==> config.mk <==
export PLATFORM = sky130hd
export DESIGN_NAME = down_event_counter
export DESIGN_NICKNAME = d
export VERILOG_FILES = /design/src/design/down_event_counter_pkg.sv /design/src/design/down_event_counter.sv /design/src/design/edge_qualifier.sv /design/src/design/count_wrap.sv
export SDC_FILE = /design/constraint.sdc
export NUM_CORES = 1
export LEC_CHECK = 0
export ABC_AREA = 1
export ABC_CLOCK_PERIOD_IN_PS = 2100
export BUFFER_PORTS_ARGS = -buffer_cell sky130_fd_sc_hd__buf_2
export CAP_MARGIN = 5
export CORE_MARGIN = 3
export CORE_UTILIZATION = 50
export DETAILED_ROUTE_END_ITERATION = 16
export MAX_ROUTING_LAYER = met4
export PLACE_DENSITY = 0.88
export SYNTH_ARGS = -nofsm -noshare
export SYNTH_HDL_FRONTEND = slang
export SYNTH_HIERARCHICAL = 1
export SYNTH_SLANG_ARGS = --single-unit
==> constraint.sdc <==
create_clock -name clk -period 2.1 [get_ports clk]
set_input_delay 0.105 -clock clk [delete_from_list [all_inputs] [get_ports clk]]
set_output_delay 0.105 -clock clk [all_outputs]
set_load 0.02 [all_outputs]
==> src/design/down_event_counter_pkg.sv <==
// constants and types shared by the down event counter
// assumes a 10 MHz system clock and decimal counts 0..9999
package down_event_counter_pkg;
  localparam int          COUNT_W   = 14;
  localparam logic [13:0] COUNT_MAX = 14'h270F;
  localparam logic [13:0] COUNT_ZERO = 14'h0000;
  localparam logic [13:0] COUNT_ONE = 14'h0001;
  localparam int          CLK_HZ    = 10000000;

  typedef enum logic [1:0] {
    EDGE_BOTH,
    EDGE_RISE,
    EDGE_FALL
  } count_edge_t;

  typedef enum logic {
    DIR_UP,
    DIR_DOWN
  } count_dir_t;

  typedef enum logic {
    RELOAD_RISE,
    RELOAD_FALL
  } reload_edge_t;
endpackage

==> src/design/down_event_counter.sv <==
// down event counter: counts qualified input edges, flags the target
// assumes all inputs are synchronous to clk; reset stands for power-up
// Function
// down mode decrements count by one per qualifying count edge, from load
// terminal flag is on when the count equals the target
// qualifying reload edge loads the count and clears the flag; without latching the code sets the flag when load equals target
// target value is programmable from 0 to 9999
// load value 0..9999, copied at power-up and every reload
// latching keeps the flag on after target until reload
// without latching the flag follows count equals target only
// edge selection both counts rising and falling edges
// edge selection high counts rising edges only
// edge selection low counts falling edges only
// reload on rising or falling reload edge per reload selection
// current count 0..9999 is readable as status
// incrementing from 9999 wraps to zero
// count input error freezes counting, reloads still work
// reload input error blocks reloads, counting still works
// flag derives only from count and target, never error
// no error is generated or passed on by the block
// decrementing from zero wraps to 9999
// inputs sampled on clk, edges found by compare; reload beats count
`timescale 1ns/1ps
`default_nettype none
module down_event_counter
  import down_event_counter_pkg::*;
(
  input  wire logic                                 clk,           // system clock
  input  wire logic                                 reset_n,       // async reset, low
  input  wire logic                                 countPulseIn,  // count input
  input  wire logic                                 countErr,      // count input error
  input  wire logic                                 reloadIn,      // reload input
  input  wire logic                                 reloadErr,     // reload input error
  input  wire down_event_counter_pkg::count_dir_t   countDir,      // up or down
  input  wire down_event_counter_pkg::count_edge_t  countEdge,     // counted edges
  input  wire down_event_counter_pkg::reload_edge_t reloadEdge,    // reload edge
  input  wire logic                                 latchEn,       // latch the flag
  input  wire logic [13:0]                          targetValue,   // target 0..9999
  input  wire logic [13:0]                          loadValue,     // load 0..9999
  output logic [13:0]                               countValue,    // current count
  output logic                                      termFlag,      // count hit target
  output logic                                      errOut         // always low
);
  import down_event_counter_pkg::*;

  logic        errOut_r;
  logic [13:0] count_nxt;
  logic        loaded_r;
  logic        cntRise;
  logic        cntFall;
  logic        rldRise;
  logic        rldFall;
  logic        countHit;
  logic        reloadHit;
  logic [13:0] stepped;
  logic [13:0] countVal_r;
  logic [13:0] loadClamp;
  logic [13:0] targetClamp;
  logic        flag_r;
  logic        flag_nxt;

  edge_qualifier u_cnt_edge (
    .clk      (clk),
    .reset_n  (reset_n),
    .sigIn    (countPulseIn),
    .riseSeen (cntRise),
    .fallSeen (cntFall)
  );

  edge_qualifier u_rld_edge (
    .clk      (clk),
    .reset_n  (reset_n),
    .sigIn    (reloadIn),
    .riseSeen (rldRise),
    .fallSeen (rldFall)
  );

  count_wrap u_wrap (
    .countIn  (countVal_r),
    .goDown   (countDir == DIR_DOWN),
    .countOut (stepped)
  );

  // out-of-range settings are held at the top of range
  assign loadClamp   = (loadValue > COUNT_MAX) ? COUNT_MAX : loadValue;
  assign targetClamp = (targetValue > COUNT_MAX) ? COUNT_MAX : targetValue;

  always_comb begin
    countHit = 1'b0;
    unique case (countEdge)
      EDGE_BOTH: countHit = cntRise | cntFall;
      EDGE_RISE: countHit = cntRise;
      EDGE_FALL: countHit = cntFall;
      default:   countHit = 1'b0;
    endcase
    countHit = countHit & ~countErr;
  end

  always_comb begin
    if (reloadEdge == RELOAD_RISE) begin
      reloadHit = rldRise;
    end else begin
      reloadHit = rldFall;
    end
    reloadHit = reloadHit & ~reloadErr;
  end

  // first cycle after reset copies the load value in
  always_ff @(posedge clk or negedge reset_n) begin
    if (!reset_n) begin
      loaded_r <= 1'b0;
    end else begin
      loaded_r <= 1'b1;
    end
  end

  always_comb begin
    count_nxt = countVal_r;
    if (!loaded_r || reloadHit) begin
      count_nxt = loadClamp;                    // see R03 see R05
    end else if (countHit) begin
      count_nxt = stepped;                      // see R01 see R13
    end
  end

  always_ff @(posedge clk or negedge reset_n) begin
    if (!reset_n) begin
      countVal_r <= COUNT_ZERO;
    end else begin
      countVal_r <= count_nxt;
    end
  end

  // flag follows the next count so it leaves the flop with the count
  always_comb begin
    if (!loaded_r || reloadHit) begin
      flag_nxt = 1'b0;
      if (!latchEn) begin
        flag_nxt = (count_nxt == targetClamp);
      end
    end else if (latchEn) begin
      flag_nxt = flag_r | (count_nxt == targetClamp);
    end else begin
      flag_nxt = (count_nxt == targetClamp);                // see R02 see R07
    end
  end

  always_ff @(posedge clk or negedge reset_n) begin
    if (!reset_n) begin
      flag_r <= 1'b0;
    end else begin
      flag_r <= flag_nxt;
    end
  end

  // the block never raises an error; held in a flop like every other output
  always_ff @(posedge clk or negedge reset_n) begin
    if (!reset_n) begin
      errOut_r <= 1'b0;
    end else begin
      errOut_r <= 1'b0;
    end
  end

  assign countValue = countVal_r;
  assign termFlag   = flag_r;
  assign errOut     = errOut_r;
endmodule
`default_nettype wire

==> src/design/edge_qualifier.sv <==
// qualifies transitions of one sampled digital signal
// assumes the input is synchronous to clk
`timescale 1ns/1ps
`default_nettype none
module edge_qualifier (
  input  wire logic clk,         // system clock
  input  wire logic reset_n,     // async reset, active low
  input  wire logic sigIn,       // sampled signal
  output logic      riseSeen,    // combinational: rose this cycle
  output logic      fallSeen     // combinational: fell this cycle
);
  logic prev_r;

  // previous sample; reset to the current level is impossible, so start low
  always_ff @(posedge clk or negedge reset_n) begin
    if (!reset_n) begin
      prev_r <= 1'b0;
    end else begin
      prev_r <= sigIn;
    end
  end

  assign riseSeen = sigIn & ~prev_r;
  assign fallSeen = ~sigIn & prev_r;
endmodule
`default_nettype wire

==> src/design/count_wrap.sv <==
// modulo-10000 step of a count value
// assumes the input count is within 0..9999
`timescale 1ns/1ps
`default_nettype none
module count_wrap
  import down_event_counter_pkg::*;
(
  input  wire logic [13:0] countIn,   // present count
  input  wire logic        goDown,    // 1 decrements, 0 increments
  output logic      [13:0] countOut   // stepped count
);
  always_comb begin
    if (goDown) begin
      if (countIn == COUNT_ZERO) begin
        countOut = COUNT_MAX;
      end else begin
        countOut = countIn - COUNT_ONE;
      end
    end else begin
      if (countIn >= COUNT_MAX) begin
        countOut = COUNT_ZERO;
      end else begin
        countOut = countIn + COUNT_ONE;
      end
    end
  end
endmodule
`default_nettype wire

## After elaboration in Yosys (flattened, before gate mapping)

Cells that the tools add are included.

| cells by class | value |
|---|---|
| reductions and logical operators | 4 |
| multiplexer cells | 12 |
| bitwise logic cells | 14 |
| $add $sub $neg | 2 |
| $lt $le $gt $ge | 3 |
| equality and inequality tests | 3 |

Operators by type and width:

| cell | number |
|---|---|
| two-way mux 14 bit | 7 |
| greater-than comparator 14 bit, second input constant | 2 |
| adder 14 x 1 -> 14 bit, second input constant | 1 |
| equality test 14 bit | 1 |
| greater-or-equal comparator 14 bit, second input constant | 1 |
| zero test 14 bit | 1 |
| subtractor 14 x 1 -> 14 bit, second input constant | 1 |
| AND 1 bit | 6 |
| inverter 1 bit | 6 |
| two-way mux 1 bit | 4 |
| one-hot mux 1 bit (3 select lines) | 1 |
| equality test 2 x 1 -> 1 bit, second input constant | 1 |
| equality test 2 bit, second input constant | 1 |
| zero test 2 bit | 1 |
| OR 1 bit | 2 |
| zero test 1 bit | 1 |
| logical OR 1 bit | 1 |

| word-level totals | value |
|---|---|
| logic and storage cells | 43 |
| flip-flop bits (word level) | 18 |
| input bits | 39 |
| output and inout port bits | 16 |

## Logic depth before layout (Yosys ltp)

| logic depth | value |
|---|---|
| depth after elaboration | 11 |
| gate-level depth with buffers | 21 |
| depth with buffers taken out | 20 |

## Cells and area by module

The synthesis kept the hierarchy.

By module, submodules not included:

| module | area each (µm²) | instances | cells each | seq. area each (µm²) |
|---|---|---|---|---|
| down_event_counter | 1447.6 | 1 | 255 | 400.4 |
| count_wrap | 1006.0 | 1 | 208 | 0.0 |
| edge_qualifier | 40.0 | 2 | 5 | 25.0 |

## Least setup slack after synthesis

OpenSTA, ideal clock, no wires.

| timing | value |
|---|---|
| path type | flip-flop to flip-flop |
| start point | reg countVal_r[0] (netlist: countValue[0]) |
| end point | reg flag_r (netlist: termFlag) |
| cell stages (with the launch flop) | 20 |
| period minus slack after synthesis | 2.228 ns |
| setup slack | -0.128 ns |
| data arrival time | 2.155 ns |
| setup time | 0.073 ns |
| path through | dfrtp_1 > inv_1 > ha_1 > nand2_2 > nor2_4 > nand2_2 > buf_6 > nand3_1 > nand2_1 > nand2_1 > nand3b_1 > nand2_1 > nand2_1 > nand3_1 > nand2_1 > nor2_1 > nand2_1 > nor2_1 > nand2_1 > a21oi_2 |

| on the way | value |
|---|---|
| longest elaborated chain between the ends | 9 |

RTL lines:

| element | RTL line | text |
|---|---|---|
| from (decl) | down_event_counter.sv:56 | `logic [13:0] countVal_r;` |
| from (signal assigned) | down_event_counter.sv:130 | `countVal_r <= count_nxt;` |
| adder 14 x 1 -> 14 bit (tied with other cells) | count_wrap.sv:23 | `countOut = countIn + COUNT_ONE;` |
| two-way mux 14 bit (on tied branches) | count_wrap.sv:20, count_wrap.sv:14 |  |
| two-way mux 14 bit (*) | count_wrap.sv:13 | `if (goDown) begin` |
| net stepped[13] | down_event_counter.sv:55 | `logic [13:0] stepped;` |
| two-way mux 14 bit (*) | down_event_counter.sv:121 | `end else if (countHit) begin` |
| two-way mux 14 bit (*) | down_event_counter.sv:119 | `if (!loaded_r \|\| reloadHit) begin` |
| equality test 14 bit (*) | down_event_counter.sv:139, down_event_counter.sv:142, down_event_counter.sv:144 |  |
| OR 1 bit | down_event_counter.sv:142 | `flag_nxt = flag_r \| (count_nxt == targetClamp);` |
| two-way mux 1 bit | down_event_counter.sv:141 | `end else if (latchEn) begin` |
| two-way mux 1 bit (*) | down_event_counter.sv:136 | `if (!loaded_r \|\| reloadHit) begin` |
| net flag_nxt | down_event_counter.sv:60 | `logic flag_nxt;` |
| to (signal assigned) | down_event_counter.sv:152 | `flag_r <= flag_nxt;` |
| to (decl) | down_event_counter.sv:59 | `logic flag_r;` |

Mark *: on every way through the listed nets, which the timed path passes. The rest lies on a longest branch.

## Worst setup path in the final report

| timing | value |
|---|---|
| start point | reg countVal_r[3] (netlist: countValue[3]) |
| end point | reg flag_r (netlist: termFlag) |

| on the way | value |
|---|---|
| longest elaborated chain between the ends | 9 |

RTL lines:

| element | RTL line | text |
|---|---|---|
| adder 14 x 1 -> 14 bit (tied with other cells) | count_wrap.sv:23 |  |
| two-way mux 14 bit (on tied branches) | count_wrap.sv:20, count_wrap.sv:14 |  |
| two-way mux 14 bit (*) | count_wrap.sv:13 |  |
| net stepped[4] | down_event_counter.sv:55 |  |
| two-way mux 14 bit (*) | down_event_counter.sv:121 |  |
| two-way mux 14 bit (*) | down_event_counter.sv:119 |  |
| net count_nxt[4] | down_event_counter.sv:47 | `logic [13:0] count_nxt;` |
| equality test 14 bit (*) | down_event_counter.sv:139, down_event_counter.sv:142, down_event_counter.sv:144 |  |
| OR 1 bit | down_event_counter.sv:142 |  |
| two-way mux 1 bit | down_event_counter.sv:141 |  |
| two-way mux 1 bit (*) | down_event_counter.sv:136 |  |
| net flag_nxt | down_event_counter.sv:60 |  |

Marked as above.

==> key figures <==
Yosys
  • Synth top area cells: nand2_1, dfrtp_1, nand3_1
  • Compound-Gate Fraction of Synth Area: 4.35%
  • Largest family of logic cells by synthesized area: simple AND/OR/NAND/NOR gates
  • Synth Instances: 473
  • Sequential share of the synthesized area: between 10% and 20%
  • Xor/xnor share of the synthesized area: under 10%
  • Synth top area share: around 29%
  • Post-synthesis adder-cell area fraction: less than 1%
  • Multiplexer share of the synthesized area: 0%
  • Mapped Area: between 0.002 and 0.003 mm2
  • Syn nets: between 500 and 600
  • Leading area contributor after synthesis: nand2_1
  • Synth Area per Inst: about 5.4 um2
  • Distinct cell type count after synthesis: 27
  • Simple-Gate Fraction of Synth Area: roughly 58%
  • Ys Warns: 6
  • #FFs+latches synth: 18

Drt
  • ANT nets after route: 0
  • Drt wl/cell: ~13 um
  • DR vias/cell: about 5.2
  • Vias: between 3,000 and 4,000
  • WL final: between 8 and 9 mm
  • Drt pass-1 iters: 8
  • Residual DRC: 0
  • DRT iter0 DRCs: 415

STA
  • Final period utilization: 111%
  • RSZ-0062 raised after global routing: true
  • Max Freq: between 400 and 500 MHz
  • Final hold slack: between 0.1 and 0.15 ns
  • Tmin final: about 2.3 ns
  • Clk_skew: about 0.0017 ns
  • Final hold violations: 0
  • Final Max Slew Viols: 0
  • Sum Neg Setup Slack: -0.235 ns
  • Final setup violation count: 1
  • Worst setup margin: -0.235 ns

Finish
  • # diodes: 0
  • Nets: 636
  • Post-route insts no fill: around 660
  • Area grow syn2layout: 41.0%
  • Layout cell share with drive strength beyond 1: 33.3%
  • Final instance area: ~0.0036 mm2
  • Final Core Density: between 70% and 80%

Pwr
  • Total power: roughly 1.7 mW
  • Pwr dens: roughly 480 mW/mm2
  • Combinational power share: just under 60%
  • Peak VDD IR: between 0.0003 and 0.0004 V
  • Flop pwr share: a little over a quarter
  • Leakage: about 2.2 nW
  • Internal power: ~0.94 mW
  • Switching power: between 0.7 and 0.8 mW
  • Clock power frac: between 10% and 20%
  • Sw frac: 44.8%

Place
  • Dpl ws: -0.293 ns
  • Cell count after placement: 637
  • Final weighted congestion in routability-driven placement: 0.991
  • Hpwl dp: around 6.3 mm
  • I/O Buffers: 53
  • Placed cell areas: approximately 0.0032 mm2

Worst setup path
  • Crit-path max FO: 5
  • Reg2Reg Setup Slack: -0.24 ns
  • CP required: about 2.3 ns
  • Critical path endpoint category: flop
  • Critical path class: flop to flop
  • R2R depth: 19
  • R2r startpoint: countValue[3]
  • Setup crit start kind: flop
  • Worst R2R End: termFlag
  • CP Data Arrival Time: ~2.5 ns

CTS
  • Clock transition at path regs: roughly 0.070 ns
  • CTS buffer count: 3
  • Clk sink count: 18
  • CTS tree: yes
  • Clk_lat worst skew: ~0.25 ns
  • CTS HTree Levels: 1
  • Clk buf depth: 2
  • Root Driver: clkbuf_8

GRT
  • Vias in the first global route: ~3,200
  • Tot GR Track Use: ~30%
  • Pin count of the biggest net entering global routing: 20
  • Grt ovf: 0
  • Initial antenna violation count: 0
  • First-pass GRT wire length: 14.3 mm

Min path
  • Worst Hold End: termFlag
  • Worst hold path cell count: 3
  • Hold_sp: latchEn
  • Worst Hold Class: primary input to flop

Run status
  • Failing checks: negative setup slack
  • Status: finished, violations left

Floorplanning
  • Initial Util: around 53%
  • # IOs: 55
  • Die H: between 70 and 80 um
  • Die width: roughly 77 um
  • Number of cell rows: 25
  • Die area: approximately 0.006 mm2
  • CORE AREA: around 0.0048 mm2

Job
  • Maxcap violations: 0
-- cells in the final DEF (no fill, tap or decap), drive strengths merged --
master       synthesis  final
xor2                 8      8
nand3               58     58
a21oi               10     10
nor2                56     57
o21bai               1      1
ha                   2      2
buf                 11    124
a21boi               2      2
o21ai                6      6
dfrtp               18     18
inv                 79     79
dlygate4sd3          0      3
nand2              210    210
nand3b               4      4
clkbuf               0      4
conb                 2      2
nand4                6      6
-- kinds of logic (layout without fill, tap and decap cells) --
| kind of cell | after synthesis | count (layout) |
|---|---|---|
| adders and majority gates | 2 | 2 |
| AOI/OAI and AO/OA | 19 | 19 |
| buffers and inverters | 90 | 210 |
| other | 2 | 2 |
| DFF | 18 | 18 |
| xor gates and xnor gates | 8 | 8 |
| and+or+nand+nor | 334 | 335 |
-- worst max-delay path: stages (launching register included) --
cell and delay, ns:
dfrtp_2 0.46, buf_6 0.14, nor2_4 0.14, nand2_4 0.07, nor2_4 0.15, nand2_4 0.10, buf_4 0.16, nand3_1 0.08
nand2_1 0.07, nand3_1 0.09, nand2_1 0.07, nand2_1 0.08, nand2_1 0.07, nand2_1 0.06, nand2_1 0.04, nor2_1 0.11
nand2_1 0.08, nor2_2 0.11, nand2_1 0.07, a21oi_2 0.11
-- worst max path at each step --
stage	from	to	slack (ns)
after floorplan	countValue[7]	termFlag	0.007
after global placement	countValue[3]	termFlag	-0.23
after detailed placement	countValue[0]	termFlag	-0.29
after CTS	countValue[1]	termFlag	-0.16
after global routing	countValue[3]	termFlag	-0.40
final	countValue[3]	termFlag	-0.24
-- power by group through the flow --
| stage | Sequential (mW) | Clock (mW) | Combinational, mW |
|---|---|---|---|
| floorplan | 0.475 | 0 | 0.480 |
| global placement | 0.434 | 0 | 0.847 |
| detailed placement | 0.437 | 0 | 0.859 |
| CTS | 0.433 | 0.247 | 0.936 |
| global route | 0.445 | 0.271 | 1.10 |
| finish | 0.442 | 0.249 | 1.01 |
-- flip-flops by register name, summed over array words and instances (netlist names) --
name	count
loaded_r	1
u_rld_edge/prev_r	1
countValue	14
termFlag	1
u_cnt_edge/prev_r	1
-- what timing repair did --
item                                    CTS  global route
cloned                                    1             0
endpoints found under the hold margin    20             0
hold buffers                              3             0
pin swaps                                23            23
resized for setup                        29            25
buffers inserted                         12             4
endpoints found under the setup margin    1             4
-- per-layer routing --
layer,wire length [um],GRT usage [%]
met5,0,-
met4,441,13.7
met3,671,2.23
met2,4190,50.6
met1,3560,35.1
-- synthesized netlist by cell type, drive strengths merged --
cell and count:
o21ai 6, nor2 56, dfrtp 18, nand4 6, a21oi 10, nand3b 4, conb 2, ha 2
a21boi 2, inv 79, nand2 210, xor2 8, o21bai 1, nand3 58, buf 11
-- layout make-up --
type | instances | area [um2]
Fill cell | 399 | 1240
Timing Repair Buffer | 127 | 847
Tap cell | 67 | 83.8
Clock buffer | 4 | 45.0
Sequential cell | 18 | 458
Multi-Input combinational cell | 366 | 1840
Inverter | 79 | 302
Power figures use the tool's default switching activity.
